[src/pkg/bfsp_map.svh]
// Purpose : Constants of the boost sampler
// Assumes : 20 MHz aclk
// Notes   : Definitions only
// Function
// RULE1 - Fixed mode: one bit picks 500k or 1M
// RULE2 - Software sets inductor field to fitted inductor
// RULE3 - Integral and proportional gain fields, defaults 01/11
// RULE4 - 250 kHz only in auto, duty capped 50%
// RULE5 - Thresholds compared to brightness upper byte
// RULE6 - Auto: below low threshold runs 250 kHz
// RULE7 - Auto: between thresholds runs 500 kHz
// RULE8 - Auto: at or above high runs 1 MHz
// RULE9 - Auto active when either threshold nonzero
// RULE10 - Software may start from example thresholds
// RULE11 - Sample PWM input into 11-bit code
// RULE12 - Two bits select one of three rates
// RULE13 - Host drives PWM between 50 Hz and 50 kHz; host period_q is 16 bits, so no slower than about 305 Hz
// RULE14 - Resolution limited by sample period versus pulse
// RULE15 - Lowest rate resolution falls with input frequency
// RULE16 - No pulse until timeout turns boost off
// RULE17 - Code readable as low byte, high three bits
// RULE18 - Count high and period ticks, scale ratio
// RULE19 - Apply new frequency at switching-cycle boundary
`ifndef BFSP_MAP_SVH
`define BFSP_MAP_SVH

`define BFSP_REG_CFG1 8'h02
`define BFSP_REG_CFG2 8'h03
`define BFSP_REG_BRT_HI 8'h05
`define BFSP_REG_AF_LOW 8'h06
`define BFSP_REG_AF_HIGH 8'h07
`define BFSP_REG_OPT2 8'h11
`define BFSP_REG_CODE_LO 8'h12
`define BFSP_REG_CODE_HI 8'h13

`define BFSP_CFG1_PWM_EN 0
`define BFSP_CFG1_BOOST_EN 1
`define BFSP_CFG2_FREQ_1M 7
`define BFSP_CFG2_RATE_MID 2
`define BFSP_XRATE_FAST 0
`define BFSP_OPT2_RST 8'h34

`define BFSP_CLK_MHZ 20
`define BFSP_SW_1M_KHZ 1000
`define BFSP_SW_500_KHZ 500
`define BFSP_SW_250_KHZ 250
`define BFSP_SMP_SLOW_MHZ 1
`define BFSP_SMP_MID_MHZ 4
`define BFSP_SMP_FAST_MHZ 24
`define BFSP_TMO_SLOW_US 25000
`define BFSP_TMO_MID_US 3000
`define BFSP_TMO_FAST_US 600
`define BFSP_DUTY_HALF 8'h80
`define BFSP_CODE_FULL 11'h7ff

`define BFSP_H_CTRL 8'h00
`define BFSP_H_PERIOD 8'h04
`define BFSP_H_HIGH 8'h08
`define BFSP_H_CMD 8'h0c
`define BFSP_H_STATUS 8'h10

`endif

[src/pkg/bfsp_pkg.sv]
// Purpose : Shared types
// Assumes : None
// Notes   : Constants live in bfsp_map.svh
package bfsp_pkg;
   typedef enum logic [1:0] {BFSP_F250, BFSP_F500, BFSP_F1M} bfsp_freq_type;
   typedef enum logic {BFSP_H_IDLE, BFSP_H_WAIT} bfsp_hst_state_type;
endpackage : bfsp_pkg

[src/pkg/bfsp_link_if.sv]
// Purpose : PWM pin and register port
// Assumes : Both ends on aclk
// Notes   : Ack one cycle after request
interface bfsp_link_if;
   logic       pwm_pin;
   logic       reg_req;
   logic       reg_we;
   logic [7:0] reg_addr;
   logic [7:0] reg_wdata;
   logic       reg_ack;
   logic [7:0] reg_rdata;
   modport dev  (input pwm_pin, input reg_req, input reg_we, input reg_addr, input reg_wdata,
                 output reg_ack, output reg_rdata);
   modport host (output pwm_pin, output reg_req, output reg_we, output reg_addr, output reg_wdata,
                 input reg_ack, input reg_rdata);
endinterface : bfsp_link_if

[src/bfsp_device.sv]
// Purpose : Boost frequency select and PWM sampler
// Assumes : Inputs synchronous to aclk
// Notes   : Code updates two cycles after divide
`include "bfsp_map.svh"
module bfsp_device #(
   parameter int TMO_SLOW_CYC = `BFSP_TMO_SLOW_US * `BFSP_CLK_MHZ,
   parameter int TMO_MID_CYC  = `BFSP_TMO_MID_US * `BFSP_CLK_MHZ,
   parameter int TMO_FAST_CYC = `BFSP_TMO_FAST_US * `BFSP_CLK_MHZ
) (
   input  wire logic       aclk,
   input  wire logic       aresetn,
   bfsp_link_if.dev        link,
   input  wire logic [7:0] boost_duty,
   output logic            boost_gate,
   output logic            boost_on,
   output logic [1:0]      freq_sel,
   output logic [1:0]      integ_gain,
   output logic [1:0]      prop_gain,
   output logic [1:0]      l_select,
   output logic [10:0]     brightness_code
);
   // ========
   // Timing derived from the clock rate
   localparam int SW_1M_CYC  = `BFSP_CLK_MHZ * 1000 / `BFSP_SW_1M_KHZ;
   localparam int SW_500_CYC = `BFSP_CLK_MHZ * 1000 / `BFSP_SW_500_KHZ;
   localparam int SW_250_CYC = `BFSP_CLK_MHZ * 1000 / `BFSP_SW_250_KHZ;
   localparam int SMP_SLOW   = `BFSP_CLK_MHZ / `BFSP_SMP_SLOW_MHZ;
   localparam int SMP_MID    = `BFSP_CLK_MHZ / `BFSP_SMP_MID_MHZ;
   // 24 MHz exceeds aclk: one sample per clock
   localparam int SMP_FAST   = (`BFSP_CLK_MHZ / `BFSP_SMP_FAST_MHZ) < 1 ? 1 : `BFSP_CLK_MHZ / `BFSP_SMP_FAST_MHZ;

   // ========
   // Registers
   logic [7:0] cfg1_q;
   logic [7:0] cfg2_q;
   logic [7:0] brt_hi_q;
   logic [7:0] af_low_q;
   logic [7:0] af_high_q;
   logic [7:0] opt2_q;
   logic       xrate_q;
   logic [7:0] rdata_d;

   always_ff @(posedge aclk)
   begin
      if (!aresetn)
      begin
         cfg1_q    <= 8'h00;
         cfg2_q    <= 8'h00;
         brt_hi_q  <= 8'h00;
         af_low_q  <= 8'h00;
         af_high_q <= 8'h00;
         opt2_q    <= `BFSP_OPT2_RST; // RULE3
         xrate_q   <= 1'b0;
      end
      else if (link.reg_req && link.reg_we)
      begin
         case (link.reg_addr)
            `BFSP_REG_CFG1    : cfg1_q    <= link.reg_wdata;
            `BFSP_REG_CFG2    : cfg2_q    <= link.reg_wdata;
            `BFSP_REG_BRT_HI  : brt_hi_q  <= link.reg_wdata;
            `BFSP_REG_AF_LOW  : af_low_q  <= link.reg_wdata;
            `BFSP_REG_AF_HIGH : af_high_q <= link.reg_wdata;
            `BFSP_REG_OPT2    : opt2_q    <= link.reg_wdata;
            `BFSP_REG_CODE_LO : xrate_q   <= link.reg_wdata[`BFSP_XRATE_FAST];
            default           : ;
         endcase
      end
   end

   always_comb
   begin
      case (link.reg_addr)
         `BFSP_REG_CFG1    : rdata_d = cfg1_q;
         `BFSP_REG_CFG2    : rdata_d = cfg2_q;
         `BFSP_REG_BRT_HI  : rdata_d = brt_hi_q;
         `BFSP_REG_AF_LOW  : rdata_d = af_low_q;
         `BFSP_REG_AF_HIGH : rdata_d = af_high_q;
         `BFSP_REG_OPT2    : rdata_d = opt2_q;
         `BFSP_REG_CODE_LO : rdata_d = brightness_code[7:0];         // RULE17
         `BFSP_REG_CODE_HI : rdata_d = {5'h00, brightness_code[10:8]}; // RULE17
         default           : rdata_d = 8'h00;
      endcase
   end

   always_ff @(posedge aclk)
   begin
      if (!aresetn)
      begin
         link.reg_ack   <= 1'b0;
         link.reg_rdata <= 8'h00;
      end
      else
      begin
         link.reg_ack   <= link.reg_req;
         link.reg_rdata <= link.reg_req ? rdata_d : link.reg_rdata;
      end
   end

   always_ff @(posedge aclk)
   begin
      if (!aresetn)
      begin
         integ_gain <= 2'b01;
         prop_gain  <= 2'b11;
         l_select   <= 2'b00;
      end
      else
      begin
         integ_gain <= opt2_q[3:2]; // RULE3
         prop_gain  <= opt2_q[5:4]; // RULE3
         l_select   <= opt2_q[7:6]; // RULE2
      end
   end

   // ========
   // Frequency choice
   bfsp_pkg::bfsp_freq_type freq_d;
   bfsp_pkg::bfsp_freq_type freq_q;
   logic                    auto_en;

   assign auto_en = (af_low_q != 8'h00) || (af_high_q != 8'h00); // RULE9

   always_comb
   begin
      if (!auto_en)
         freq_d = cfg2_q[`BFSP_CFG2_FREQ_1M] ? bfsp_pkg::BFSP_F1M : bfsp_pkg::BFSP_F500; // RULE1
      else if (brt_hi_q >= af_high_q) // RULE5
         freq_d = bfsp_pkg::BFSP_F1M; // RULE8
      else if (brt_hi_q < af_low_q)
         freq_d = bfsp_pkg::BFSP_F250; // RULE6 RULE4
      else
         freq_d = bfsp_pkg::BFSP_F500; // RULE7
   end

   // ========
   // Switching cycle generator
   logic [6:0]  sw_cnt_q;
   logic [6:0]  sw_per;
   logic [7:0]  duty_lim;
   logic [14:0] on_prod;
   logic        boost_run;
   logic        timed_out_q;

   always_comb
   begin
      case (freq_q)
         bfsp_pkg::BFSP_F250 : sw_per = 7'(SW_250_CYC);
         bfsp_pkg::BFSP_F500 : sw_per = 7'(SW_500_CYC);
         default             : sw_per = 7'(SW_1M_CYC);
      endcase
   end

   assign duty_lim = (freq_q == bfsp_pkg::BFSP_F250 && boost_duty > `BFSP_DUTY_HALF)
                     ? `BFSP_DUTY_HALF : boost_duty; // RULE4
   assign on_prod  = {7'h00, duty_lim} * {8'h00, sw_per};
   assign boost_run = cfg1_q[`BFSP_CFG1_BOOST_EN] && !(cfg1_q[`BFSP_CFG1_PWM_EN] && timed_out_q); // RULE16

   always_ff @(posedge aclk)
   begin
      if (!aresetn)
      begin
         sw_cnt_q   <= 7'h00;
         freq_q     <= bfsp_pkg::BFSP_F500;
         boost_gate <= 1'b0;
         boost_on   <= 1'b0;
         freq_sel   <= 2'h0;
      end
      else
      begin
         boost_on <= boost_run;
         if (sw_cnt_q >= sw_per - 7'h01)
         begin
            sw_cnt_q <= 7'h00;
            freq_q   <= freq_d; // RULE19
         end
         else
         begin
            sw_cnt_q <= sw_cnt_q + 7'h01;
         end
         freq_sel   <= freq_q;
         boost_gate <= boost_run && (sw_cnt_q < on_prod[14:8]); // RULE4
      end
   end

   // ========
   // PWM sampler
   logic [4:0]  tick_cnt_q;
   logic [4:0]  tick_per;
   logic        tick;
   logic        smp_q;
   logic        seen_q;
   logic [15:0] hi_cnt_q;
   logic [15:0] per_cnt_q;
   logic [18:0] tmo_cnt_q;
   logic [18:0] tmo_lim;
   logic        rise;
   logic        div_start;
   logic        div_done;
   logic [10:0] div_quot;

   always_comb
   begin
      if (xrate_q) // RULE12
      begin
         tick_per = 5'(SMP_FAST);
         tmo_lim  = 19'(TMO_FAST_CYC);
      end
      else if (cfg2_q[`BFSP_CFG2_RATE_MID])
      begin
         tick_per = 5'(SMP_MID);
         tmo_lim  = 19'(TMO_MID_CYC);
      end
      else
      begin
         tick_per = 5'(SMP_SLOW);
         tmo_lim  = 19'(TMO_SLOW_CYC);
      end
   end

   assign tick      = (tick_cnt_q >= tick_per - 5'h01);
   assign rise      = tick && link.pwm_pin && !smp_q;
   assign div_start = rise && seen_q && (per_cnt_q != 16'h0000);

   always_ff @(posedge aclk)
   begin
      if (!aresetn)
      begin
         tick_cnt_q <= 5'h00;
         smp_q      <= 1'b0;
         seen_q     <= 1'b0;
         hi_cnt_q   <= 16'h0000;
         per_cnt_q  <= 16'h0000;
      end
      else
      begin
         tick_cnt_q <= tick ? 5'h00 : tick_cnt_q + 5'h01;
         if (tick) // RULE11 RULE14
         begin
            smp_q <= link.pwm_pin;
            if (rise) // RULE18
            begin
               seen_q    <= 1'b1;
               hi_cnt_q  <= 16'h0001;
               per_cnt_q <= 16'h0001;
            end
            else if (per_cnt_q != 16'hffff)
            begin
               per_cnt_q <= per_cnt_q + 16'h0001;
               hi_cnt_q  <= hi_cnt_q + {15'h0000, link.pwm_pin};
            end
         end
      end
   end

   // Edge-free time is counted in clocks so a rate change cannot stretch it
   always_ff @(posedge aclk)
   begin
      if (!aresetn)
      begin
         tmo_cnt_q   <= 19'h00000;
         timed_out_q <= 1'b0;
      end
      else if (rise || !cfg1_q[`BFSP_CFG1_PWM_EN])
      begin
         tmo_cnt_q   <= 19'h00000;
         timed_out_q <= 1'b0;
      end
      else if (tmo_cnt_q >= tmo_lim) // RULE16
      begin
         timed_out_q <= 1'b1;
      end
      else
      begin
         tmo_cnt_q <= tmo_cnt_q + 19'h00001;
      end
   end

   bfsp_div #(
      .NW (26),
      .DW (16),
      .QW (11)
   ) u_div (
      .aclk    (aclk),
      .aresetn (aresetn),
      .start   (div_start),
      .num     (26'(hi_cnt_q) * 26'(`BFSP_CODE_FULL)), // RULE18 RULE15
      .den     (per_cnt_q),
      .done    (div_done),
      .quot    (div_quot)
   );

   logic div_done_q;

   always_ff @(posedge aclk)
   begin
      if (!aresetn)
      begin
         div_done_q      <= 1'b0;
         brightness_code <= 11'h000;
      end
      else
      begin
         div_done_q <= div_done;
         if (div_done_q)
            brightness_code <= div_quot; // RULE11
      end
   end
endmodule : bfsp_device

[src/bfsp_div.sv]
// Purpose : Restoring divider, one bit per clock
// Assumes : den nonzero, quotient fits QW bits
// Notes   : Saturates on overflow
module bfsp_div #(
   parameter int NW = 26,
   parameter int DW = 16,
   parameter int QW = 11
) (
   input  wire logic          aclk,
   input  wire logic          aresetn,
   input  wire logic          start,
   input  wire logic [NW-1:0] num,
   input  wire logic [DW-1:0] den,
   output logic               done,
   output logic [QW-1:0]      quot
);
   logic [NW-1:0] q_q;
   logic [DW:0]   rem_q;
   logic [DW-1:0] den_q;
   logic [5:0]    cnt_q;
   logic [DW:0]   rem_sh;

   assign rem_sh = {rem_q[DW-1:0], q_q[NW-1]};

   always_ff @(posedge aclk)
   begin
      if (!aresetn)
      begin
         q_q   <= '0;
         rem_q <= '0;
         den_q <= '0;
         cnt_q <= 6'h00;
         done  <= 1'b0;
         quot  <= '0;
      end
      else
      begin
         done <= 1'b0;
         if (start)
         begin
            q_q   <= num;
            rem_q <= '0;
            den_q <= den;
            cnt_q <= 6'(NW);
         end
         else if (cnt_q != 6'h00)
         begin
            cnt_q <= cnt_q - 6'h01;
            if (rem_sh >= {1'b0, den_q})
            begin
               rem_q <= rem_sh - {1'b0, den_q};
               q_q   <= {q_q[NW-2:0], 1'b1};
            end
            else
            begin
               rem_q <= rem_sh;
               q_q   <= {q_q[NW-2:0], 1'b0};
            end
            done <= (cnt_q == 6'h01);
         end
         else if (done)
            quot <= (|q_q[NW-1:QW]) ? '1 : q_q[QW-1:0];
      end
   end
endmodule : bfsp_div

[src/flat_wrapper.sv]
// flat-port wrapper written by rule: the top's interface ports become plain ports
module bfsp_device_flat 
#(
   parameter int TMO_SLOW_CYC = `BFSP_TMO_SLOW_US * `BFSP_CLK_MHZ,
   parameter int TMO_MID_CYC  = `BFSP_TMO_MID_US * `BFSP_CLK_MHZ,
   parameter int TMO_FAST_CYC = `BFSP_TMO_FAST_US * `BFSP_CLK_MHZ
)
  (aclk, aresetn, boost_duty, boost_gate, boost_on, freq_sel, integ_gain, prop_gain, l_select, brightness_code, link_pwm_pin, link_reg_req, link_reg_we, link_reg_addr, link_reg_wdata, link_reg_ack, link_reg_rdata);
  bfsp_link_if link_i ();
  input  wire logic aclk;
  input  wire logic aresetn;
  input  wire logic [7:0] boost_duty;
  output logic boost_gate;
  output logic boost_on;
  output logic [1:0] freq_sel;
  output logic [1:0] integ_gain;
  output logic [1:0] prop_gain;
  output logic [1:0] l_select;
  output logic [10:0] brightness_code;
  input wire logic [$bits(link_i.pwm_pin)-1:0] link_pwm_pin;
  input wire logic [$bits(link_i.reg_req)-1:0] link_reg_req;
  input wire logic [$bits(link_i.reg_we)-1:0] link_reg_we;
  input wire logic [$bits(link_i.reg_addr)-1:0] link_reg_addr;
  input wire logic [$bits(link_i.reg_wdata)-1:0] link_reg_wdata;
  output wire logic [$bits(link_i.reg_ack)-1:0] link_reg_ack;
  output wire logic [$bits(link_i.reg_rdata)-1:0] link_reg_rdata;
  assign link_i.pwm_pin = link_pwm_pin;
  assign link_i.reg_req = link_reg_req;
  assign link_i.reg_we = link_reg_we;
  assign link_i.reg_addr = link_reg_addr;
  assign link_i.reg_wdata = link_reg_wdata;
  assign link_reg_ack = link_i.reg_ack;
  assign link_reg_rdata = link_i.reg_rdata;
  bfsp_device #(.TMO_SLOW_CYC(TMO_SLOW_CYC), .TMO_MID_CYC(TMO_MID_CYC), .TMO_FAST_CYC(TMO_FAST_CYC)) u_core (.aclk(aclk), .aresetn(aresetn), .link(link_i), .boost_duty(boost_duty), .boost_gate(boost_gate), .boost_on(boost_on), .freq_sel(freq_sel), .integ_gain(integ_gain), .prop_gain(prop_gain), .l_select(l_select), .brightness_code(brightness_code));
endmodule
[config.mk]
export PLATFORM = sky130hd
export DESIGN_NAME = bfsp_device_flat
export DESIGN_NICKNAME = d
export VERILOG_FILES = /design/src/pkg/bfsp_pkg.sv /design/src/pkg/bfsp_link_if.sv /design/src/bfsp_device.sv /design/src/bfsp_div.sv /design/src/flat_wrapper.sv
export VERILOG_INCLUDE_DIRS = /design/src /design/src/pkg
export SDC_FILE = /design/constraint.sdc
export NUM_CORES = 1
export LEC_CHECK = 0
export ABC_AREA = 0
export ABC_CLOCK_PERIOD_IN_PS = 13400
export BUFFER_PORTS_ARGS = -buffer_cell sky130_fd_sc_hd__buf_2
export CAP_MARGIN = 10
export CORE_UTILIZATION = 39
export CTS_BUF_LIST = sky130_fd_sc_hd__clkbuf_8
export DETAILED_ROUTE_END_ITERATION = 12
export PLACE_DENSITY_LB_ADDON = 0.25
export SLEW_MARGIN = 5
export SYNTH_ARGS = -nofsm -noshare
export SYNTH_HDL_FRONTEND = slang
export SYNTH_HIERARCHICAL = 1
export SYNTH_SLANG_ARGS = --single-unit
[constraint.sdc]
create_clock -name aclk -period 13.4 [get_ports aclk]
set_input_delay 0.67 -clock aclk [delete_from_list [all_inputs] [get_ports aclk]]
set_output_delay 0.67 -clock aclk [all_outputs]
set_load 0.05 [all_outputs]
# After elaboration in Yosys (flattened, before gate mapping)
# Cells that the tools add are included.
dict set report totals {
  ff_bits 224
  inputBits 29
  out_inout_bits 30
  wordCells 125
}
dict set report classes {
  add_sub_neg 9
  n_mul 2
  magnitude_cmp 8
  eq_ne 11
  mux 22
  bitwise_logic 3
  n_reduce_logical 37
}
# cell count
set op_table {}
lappend op_table {{$mux 16} 5}
lappend op_table {{$pmux 8 s8} 1}
lappend op_table {{$mux 26} 2}
lappend op_table {{$mux 19} 2}
lappend op_table {{$mul 16x11->26 const B} 1}
lappend op_table {{$eq 8x3->1 const B} 3}
lappend op_table {{$eq 8x5->1 const B} 3}
lappend op_table {{$mux 5} 4}
lappend op_table {{$add 19x1->19 const B} 1}
lappend op_table {{$ge 19x19->1} 1}
lappend op_table {{$reduce_and 2->1} 9}
lappend op_table {{$ge 17x16->1} 1}
lappend op_table {{$add 16x1->16} 1}
lappend op_table {{$add 16x1->16 const B} 1}
lappend op_table {{$eq 8x2->1 const B} 2}
lappend op_table {{$ne 16x16->1 const B} 1}
lappend op_table {{$reduce_bool 16->1} 1}
lappend op_table {{$reduce_bool 8->1} 2}
lappend op_table {{$sub 16x16->16} 1}
lappend op_table {{$mul 8x7->15} 1}
lappend op_table {{$reduce_or 15->1} 1}
lappend op_table {{$pmux 7 s2} 1}
lappend op_table {{$mux 11} 1}
lappend op_table {{$logic_and 1x1->1} 9}
lappend op_table {{25 further kinds} 37}

# Logic depth before layout (Yosys ltp)
dict set report logic_depth {
  word_depth 10
  depth_mapped 23
  depth_no_buf 22
}

# Modules after synthesis
# The synthesis kept the hierarchy.
# mod instances cells_each area_each_um2 seq_area_each_um2
set modules_own_cells {}
lappend modules_own_cells {bfsp_device 1 1386 12723.5 2962.8}
lappend modules_own_cells {bfsp_div 1 540 4305.4 1521.5}

# Worst setup path after synthesis
# No wires, ideal clock.
dict set report synth_timing {
  path_kind {flip-flop to flip-flop}
  from {reg u_core.hi_cnt_q[4]}
  to {reg u_core.u_div.q_q[21]}
  setup_time_ps 65
  t_arrival_ps 5125
  required_time_ps 13335
  setup_slack_ps 8209
  stages_incl_launch_ff 19
  n_path_buf 0
  period_less_slack_ps 5191
  cell_sequence {dfxtp_1 > fa_1 > inv_1 > fa_1 > inv_1 > fa_1 > inv_1 > fa_1 > inv_1 > fa_1 > ha_1 > a21oi_1 > nand2_1 > a221oi_1 > a21oi_1 > or2_2 > o311ai_0 > a21oi_1 > nor2b_1}
}
dict set report synth_between {
  elab_chain_cells 2
}
# item line_no
set synth_rtl {}
lappend synth_rtl {{from (decl)} bfsp_device.sv:192} ;# logic [15:0] hi_cnt_q;
lappend synth_rtl {{from (signal assigned)} bfsp_device.sv:249} ;# hi_cnt_q <= hi_cnt_q + {15'h0000, link.pwm_pin};
lappend synth_rtl {{$mul 16x11->26} bfsp_device.sv:286} ;# .num (26'(hi_cnt_q) * 26'(`BFSP_CODE_FULL)),
lappend synth_rtl {{$mux 26} bfsp_div.sv:39} ;# if (start)
lappend synth_rtl {{to (signal assigned)} bfsp_div.sv:41} ;# q_q <= num;
lappend synth_rtl {{to (signal assigned)} bfsp_div.sv:52} ;# q_q <= {q_q[NW-2:0], 1'b1};
lappend synth_rtl {{to (signal assigned)} bfsp_div.sv:57} ;# q_q <= {q_q[NW-2:0], 1'b0};
lappend synth_rtl {{to (decl)} bfsp_div.sv:17} ;# logic [NW-1:0] q_q;
# No other way between the ends.
# A chain may end at the register's enable or synchronous reset.

# Worst setup path after layout
dict set report layout_timing {
  from {reg u_core.freq_q[0]}
  to {reg u_core.boost_gate}
}
dict set report layout_between {
  elab_chain_cells 6
  elab_cells_between_ends 8
  classes_between {mul (1); order compare (1); eq/ne (1); mux (2); reduce/logical (3)}
}
# item line_no
set layout_rtl {}
lappend layout_rtl {{from (decl)} bfsp_device.sv:118} ;# bfsp_pkg::bfsp_freq_type freq_q;
lappend layout_rtl {{from (signal assigned)} bfsp_device.sv:163} ;# freq_q <= bfsp_pkg::BFSP_F500;
lappend layout_rtl {{from (signal assigned)} bfsp_device.sv:174} ;# freq_q <= freq_d;
lappend layout_rtl {{branches (longest 3 deep; another with $pmux 7 s2)} n/a}
lappend layout_rtl {{$mul 8x7->15 (*)} bfsp_device.sv:155} ;# assign on_prod = {7'h00, duty_lim} * {8'h00, sw_per};
lappend layout_rtl {{$lt 7x7->1 (*)} bfsp_device.sv:181} ;# boost_gate <= boost_run && (sw_cnt_q < on_prod[14:8]);
lappend layout_rtl {{$logic_and 1x1->1 (*)} bfsp_device.sv:181}
lappend layout_rtl {{to (signal assigned)} bfsp_device.sv:181}
lappend layout_rtl {{to (decl)} bfsp_device.sv:14} ;# output logic boost_gate,
# Every way passes the cells marked *.

==> summary.txt <==
Min path
  • Min-Delay Endpoint: u_core/smp_q$_SDFFE_PN0P_
  • Hold WC Path Type: primary input to flop
  • Hold depth: 3
  • Hold path start: link_pwm_pin

Final layout
  • Share of cells above drive strength 1: approximately 8.3%
  • Commonest non-fill, non-tap cell in the layout: dfxtp_1
  • Nets: approximately 2300
  • Most frequent cells in the layout: 224 x dfxtp_1, 199 x inv_1, 188 x nand2_1
  • Diodes inserted: 0
  • Area Overhead vs Synth: 9.99%

Pwr
  • Combinational share of power: 25.6%
  • Switching Share: between 30 and 40%
  • Design Power: 0.00193 W
  • PwrDens: 103 nW/um^2
  • Clock share of power: a little under two fifths
  • LEAKAGE: between 8 and 9 nW
  • Switch Pwr: between 0.0006 and 0.0007 W
  • Register share of total power: 37.3%
  • Internal power: 0.00129 W
  • Peak supply drop: 0.0851 mV

Clock network
  • Setup repair bufs after CTS: 0
  • Clk_lat worst skew: 0.56 ns
  • Hold_buf cts: 0
  • Clk sinks: 224
  • Clock root buffer: clkbuf_8
  • Num CTS Buffers: just over 40
  • Post-CTS resize count: 0
  • CTS Buffer Depth: 3
  • Clock transition at the registers of the reported paths: 0.06 ns
  • TritonCTS clock tree: built
  • Number of H-tree levels: 2

Routing
  • DR WL/cell: between 15 and 20 um
  • Post-route DRC: 0
  • Vias: 13700
  • Starting DRC count in detailed routing: between 900 and 1000
  • First-pass iteration count of the detailed router: 5
  • Total routed wirelength: slightly above 40 mm
  • Via density: 5.31
  • Post-DRT Antenna Nets: 0

GRT
  • GRT Total Usage: roughly a fifth
  • First-pass GRT wire length: 67.9 mm
  • Pin count of the biggest net entering global routing: 70
  • Grt ovf: 0
  • Antenna violations before repair: 0
  • Vias in the first global route: between 10000 and 15000

Worst setup path
  • CP Class: flop to flop
  • Worst Path Required: 13.90 ns
  • Max FO, Critical Path: 13
  • Reg2reg path depth: 18
  • Worst EP arrival: around 6.6 ns
  • CP top delay family: adder cells
  • Slowest stage delay, CP: between 0.7 and 0.8 ns
  • Buf/Inv on CP: 1
  • Reg2reg end: u_core/boost_gate$_SDFF_PN0_
  • FF-to-FF setup slack: 7.26 ns
  • Critical path depth in cells: 18
  • CP Capture Type: flop
  • Slowest CP cell: nor2b_1
  • Critical path cell sequence: nor2b_1 -> inv_1 -> and3_1 -> fa_1 -> fa_1 -> fa_1 -> ha_1 -> ha_1 -> and4_1 -> a41oi_1 -> o211ai_1 -> a31oi_1 -> o21bai_1 -> xnor2_1 -> ha_1 -> nand2b_1 -> a2111oi_0 -> a21o_1
  • Setup crit start kind: flop
  • Worst r2r src: u_core/freq_q[0]$_SDFFE_PN1P_

Floorplanning
  • Die X: 211 um
  • I/O pin count: approximately 60
  • Core area: roughly 43000 um^2
  • Cell row count: 76
  • Initial Util: between 30% and 40%
  • Die area: 44500 um^2
  • Die height: ~210 um

STA
  • Slew Viols, Final: 0
  • Final period util: between 40% and 50%
  • Clock Skews: 0.0152 ns
  • Relative slew slack: 26.3%
  • Worst Max-Slew Pin Slew: about 1.1 ns
  • Final worst slack: ~7.3 ns
  • Final hold vios: 0
  • Top achievable clock speed: between 150 and 200 MHz
  • Period minus WS final: roughly 6.1 ns
  • Setup Total Neg Slack: 0 ns
  • Setup-failing EPs final: 0
  • RSZ-0062 raised after global routing: no

Yosys
  • Top FF cell, synth: dfxtp_1
  • Async SR Flop Fraction: 0%
  • Seq/Total Area, Yosys: between 20% and 30%
  • Cell Area, Synth: ~17000 um^2
  • Netlist cell types: 82
  • Syn avg cell area: 8.84 um^2
  • Number of synthesized flops with an enable pin: 0
  • Syn Inst Count: approximately 1900
  • Yosys reg bits: roughly 220
  • Syn Nets: roughly 2200
  • Yosys warnings: 6

Placed design
  • Worst Setup Slack post-DPL: ~7.3 ns
  • Number of buffers added on ports: between 50 and 60
  • GPL Wtd Cong: roughly 0.9
  • Post-DP HPWL: 30.9 mm

Flow run
  • Max Cap Viol: 0

Outcome
  • Status: finished, final reports clean
registers in the layout, summed over array words and instances (netlist names), 11 cells and up:
register                flops
u_core/tmo_cnt_q           19
u_core/u_div/rem_q         16
u_core/u_div/q_q           26
u_core/u_div/quot          11
u_core/u_div/den_q         16
u_core/hi_cnt_q            16
u_core/per_cnt_q           16
u_core/brightness_code     11
tightest hold or removal path, delay by kind of cell:
kind	cells	cell delay (ns)
and+or+nand+nor	1	0.05
buffers and inverters	1	0.12
AOI/OAI and AO/OA	1	0.05
worst max-delay path by stage:
stage,start,to,slack (ns)
after floorplan,u_core/hi_cnt_q[4]$_SDFFE_PN0P_,u_core/u_div/q_q[21]$_SDFFE_PN0P_,8.21
after global placement,u_core/freq_q[0]$_SDFFE_PN1P_,u_core/boost_gate$_SDFF_PN0_,7.61
after detailed placement,u_core/freq_q[0]$_SDFFE_PN1P_,u_core/boost_gate$_SDFF_PN0_,7.31
after CTS,u_core/freq_q[0]$_SDFFE_PN1P_,u_core/boost_gate$_SDFF_PN0_,7.33
after global routing,u_core/freq_q[0]$_SDFFE_PN1P_,u_core/boost_gate$_SDFF_PN0_,6.87
final,u_core/freq_q[0]$_SDFFE_PN1P_,u_core/boost_gate$_SDFF_PN0_,7.26
routing by layer:
layer / GRT usage, % / vias to the layer above / wire length [um]
met3: 2.74 / 49 / 1660
met2: 31.0 / 254 / 19300
met4: 5.12 / 0 / 814
met1: 25.0 / 6618 / 19000
li1: - / 6786 / -
met5: 0 / - / 0
cells in the mapped netlist, drive strengths merged (8+ instances only):
cell    instances  area (um^2)
a211oi         22          175
a21o           18          135
a21oi         118          591
a221oi          9         78.8
a31oi          15         93.8
and2           24          153
and3           32          200
and4            9         78.8
buf            26          146
clkbuf         47          176
dfxtp         224         4480
fa            115         2300
ha            166         2080
inv           190          713
mux2i          94          941
nand2         189          709
nand2b         31          194
nand3          49          255
nand4          25          175
nor2          148          563
nor2b          46          288
nor3           21          116
nor4           20          125
nor4b           8         97.6
o211a          14          140
o211ai         12         90.1
o21a           12         90.1
o21ai          52          260
o31ai          20          155
or2             8         50.1
or4            21          161
xnor2          31          272
xor2           22          193
power groups by stage:
stage          Combinational [W]  Sequential [W]  Clock [W]
2_1_floorplan           0.000387        0.000732          0
3_3_place_gp            0.000485        0.000735          0
3_5_place_dp            0.000493        0.000736          0
4_1_cts                 0.000496        0.000721   0.000741
5_1_grt                 0.000556        0.000725   0.000772
6_report                0.000495        0.000721   0.000716
cell type report:
cell class / instances / area (um^2)
Clock buffer: 49 / 674
Clock inverter: 25 / 223
Fill cell: 4302 / 24300
Inverter: 190 / 713
Multi-Input combinational cell: 1439 / 11500
Sequential cell: 224 / 4480
Tap cell: 585 / 732
Timing Repair Buffer: 69 / 377
kinds of logic after synthesis:
group | synth area share (%)
XOR/XNOR | 2.73
AO/OA/AOI/OAI | 14.3
other | 0.0220
flip-flops | 26.3
multiplexers | 5.59
buffers and inverters | 6.08
adder cells (fa/ha/maj) | 25.7
AND/OR/NAND/NOR | 19.2
through the flow:
stage          cells  hold WS, ns  instance area, um^2  utilization (%)
3_3_place_gp    2506        0.435                17800             41.4
5_1_grt         2581        0.375                18700             43.5
4_1_cts         2580        0.338                18700             43.5
3_5_place_dp    2506        0.438                17800             41.4
6_report        2581        0.378                18700             43.5
2_1_floorplan   1926        0.424                17000                -
(Power assumes the default switching activity.)
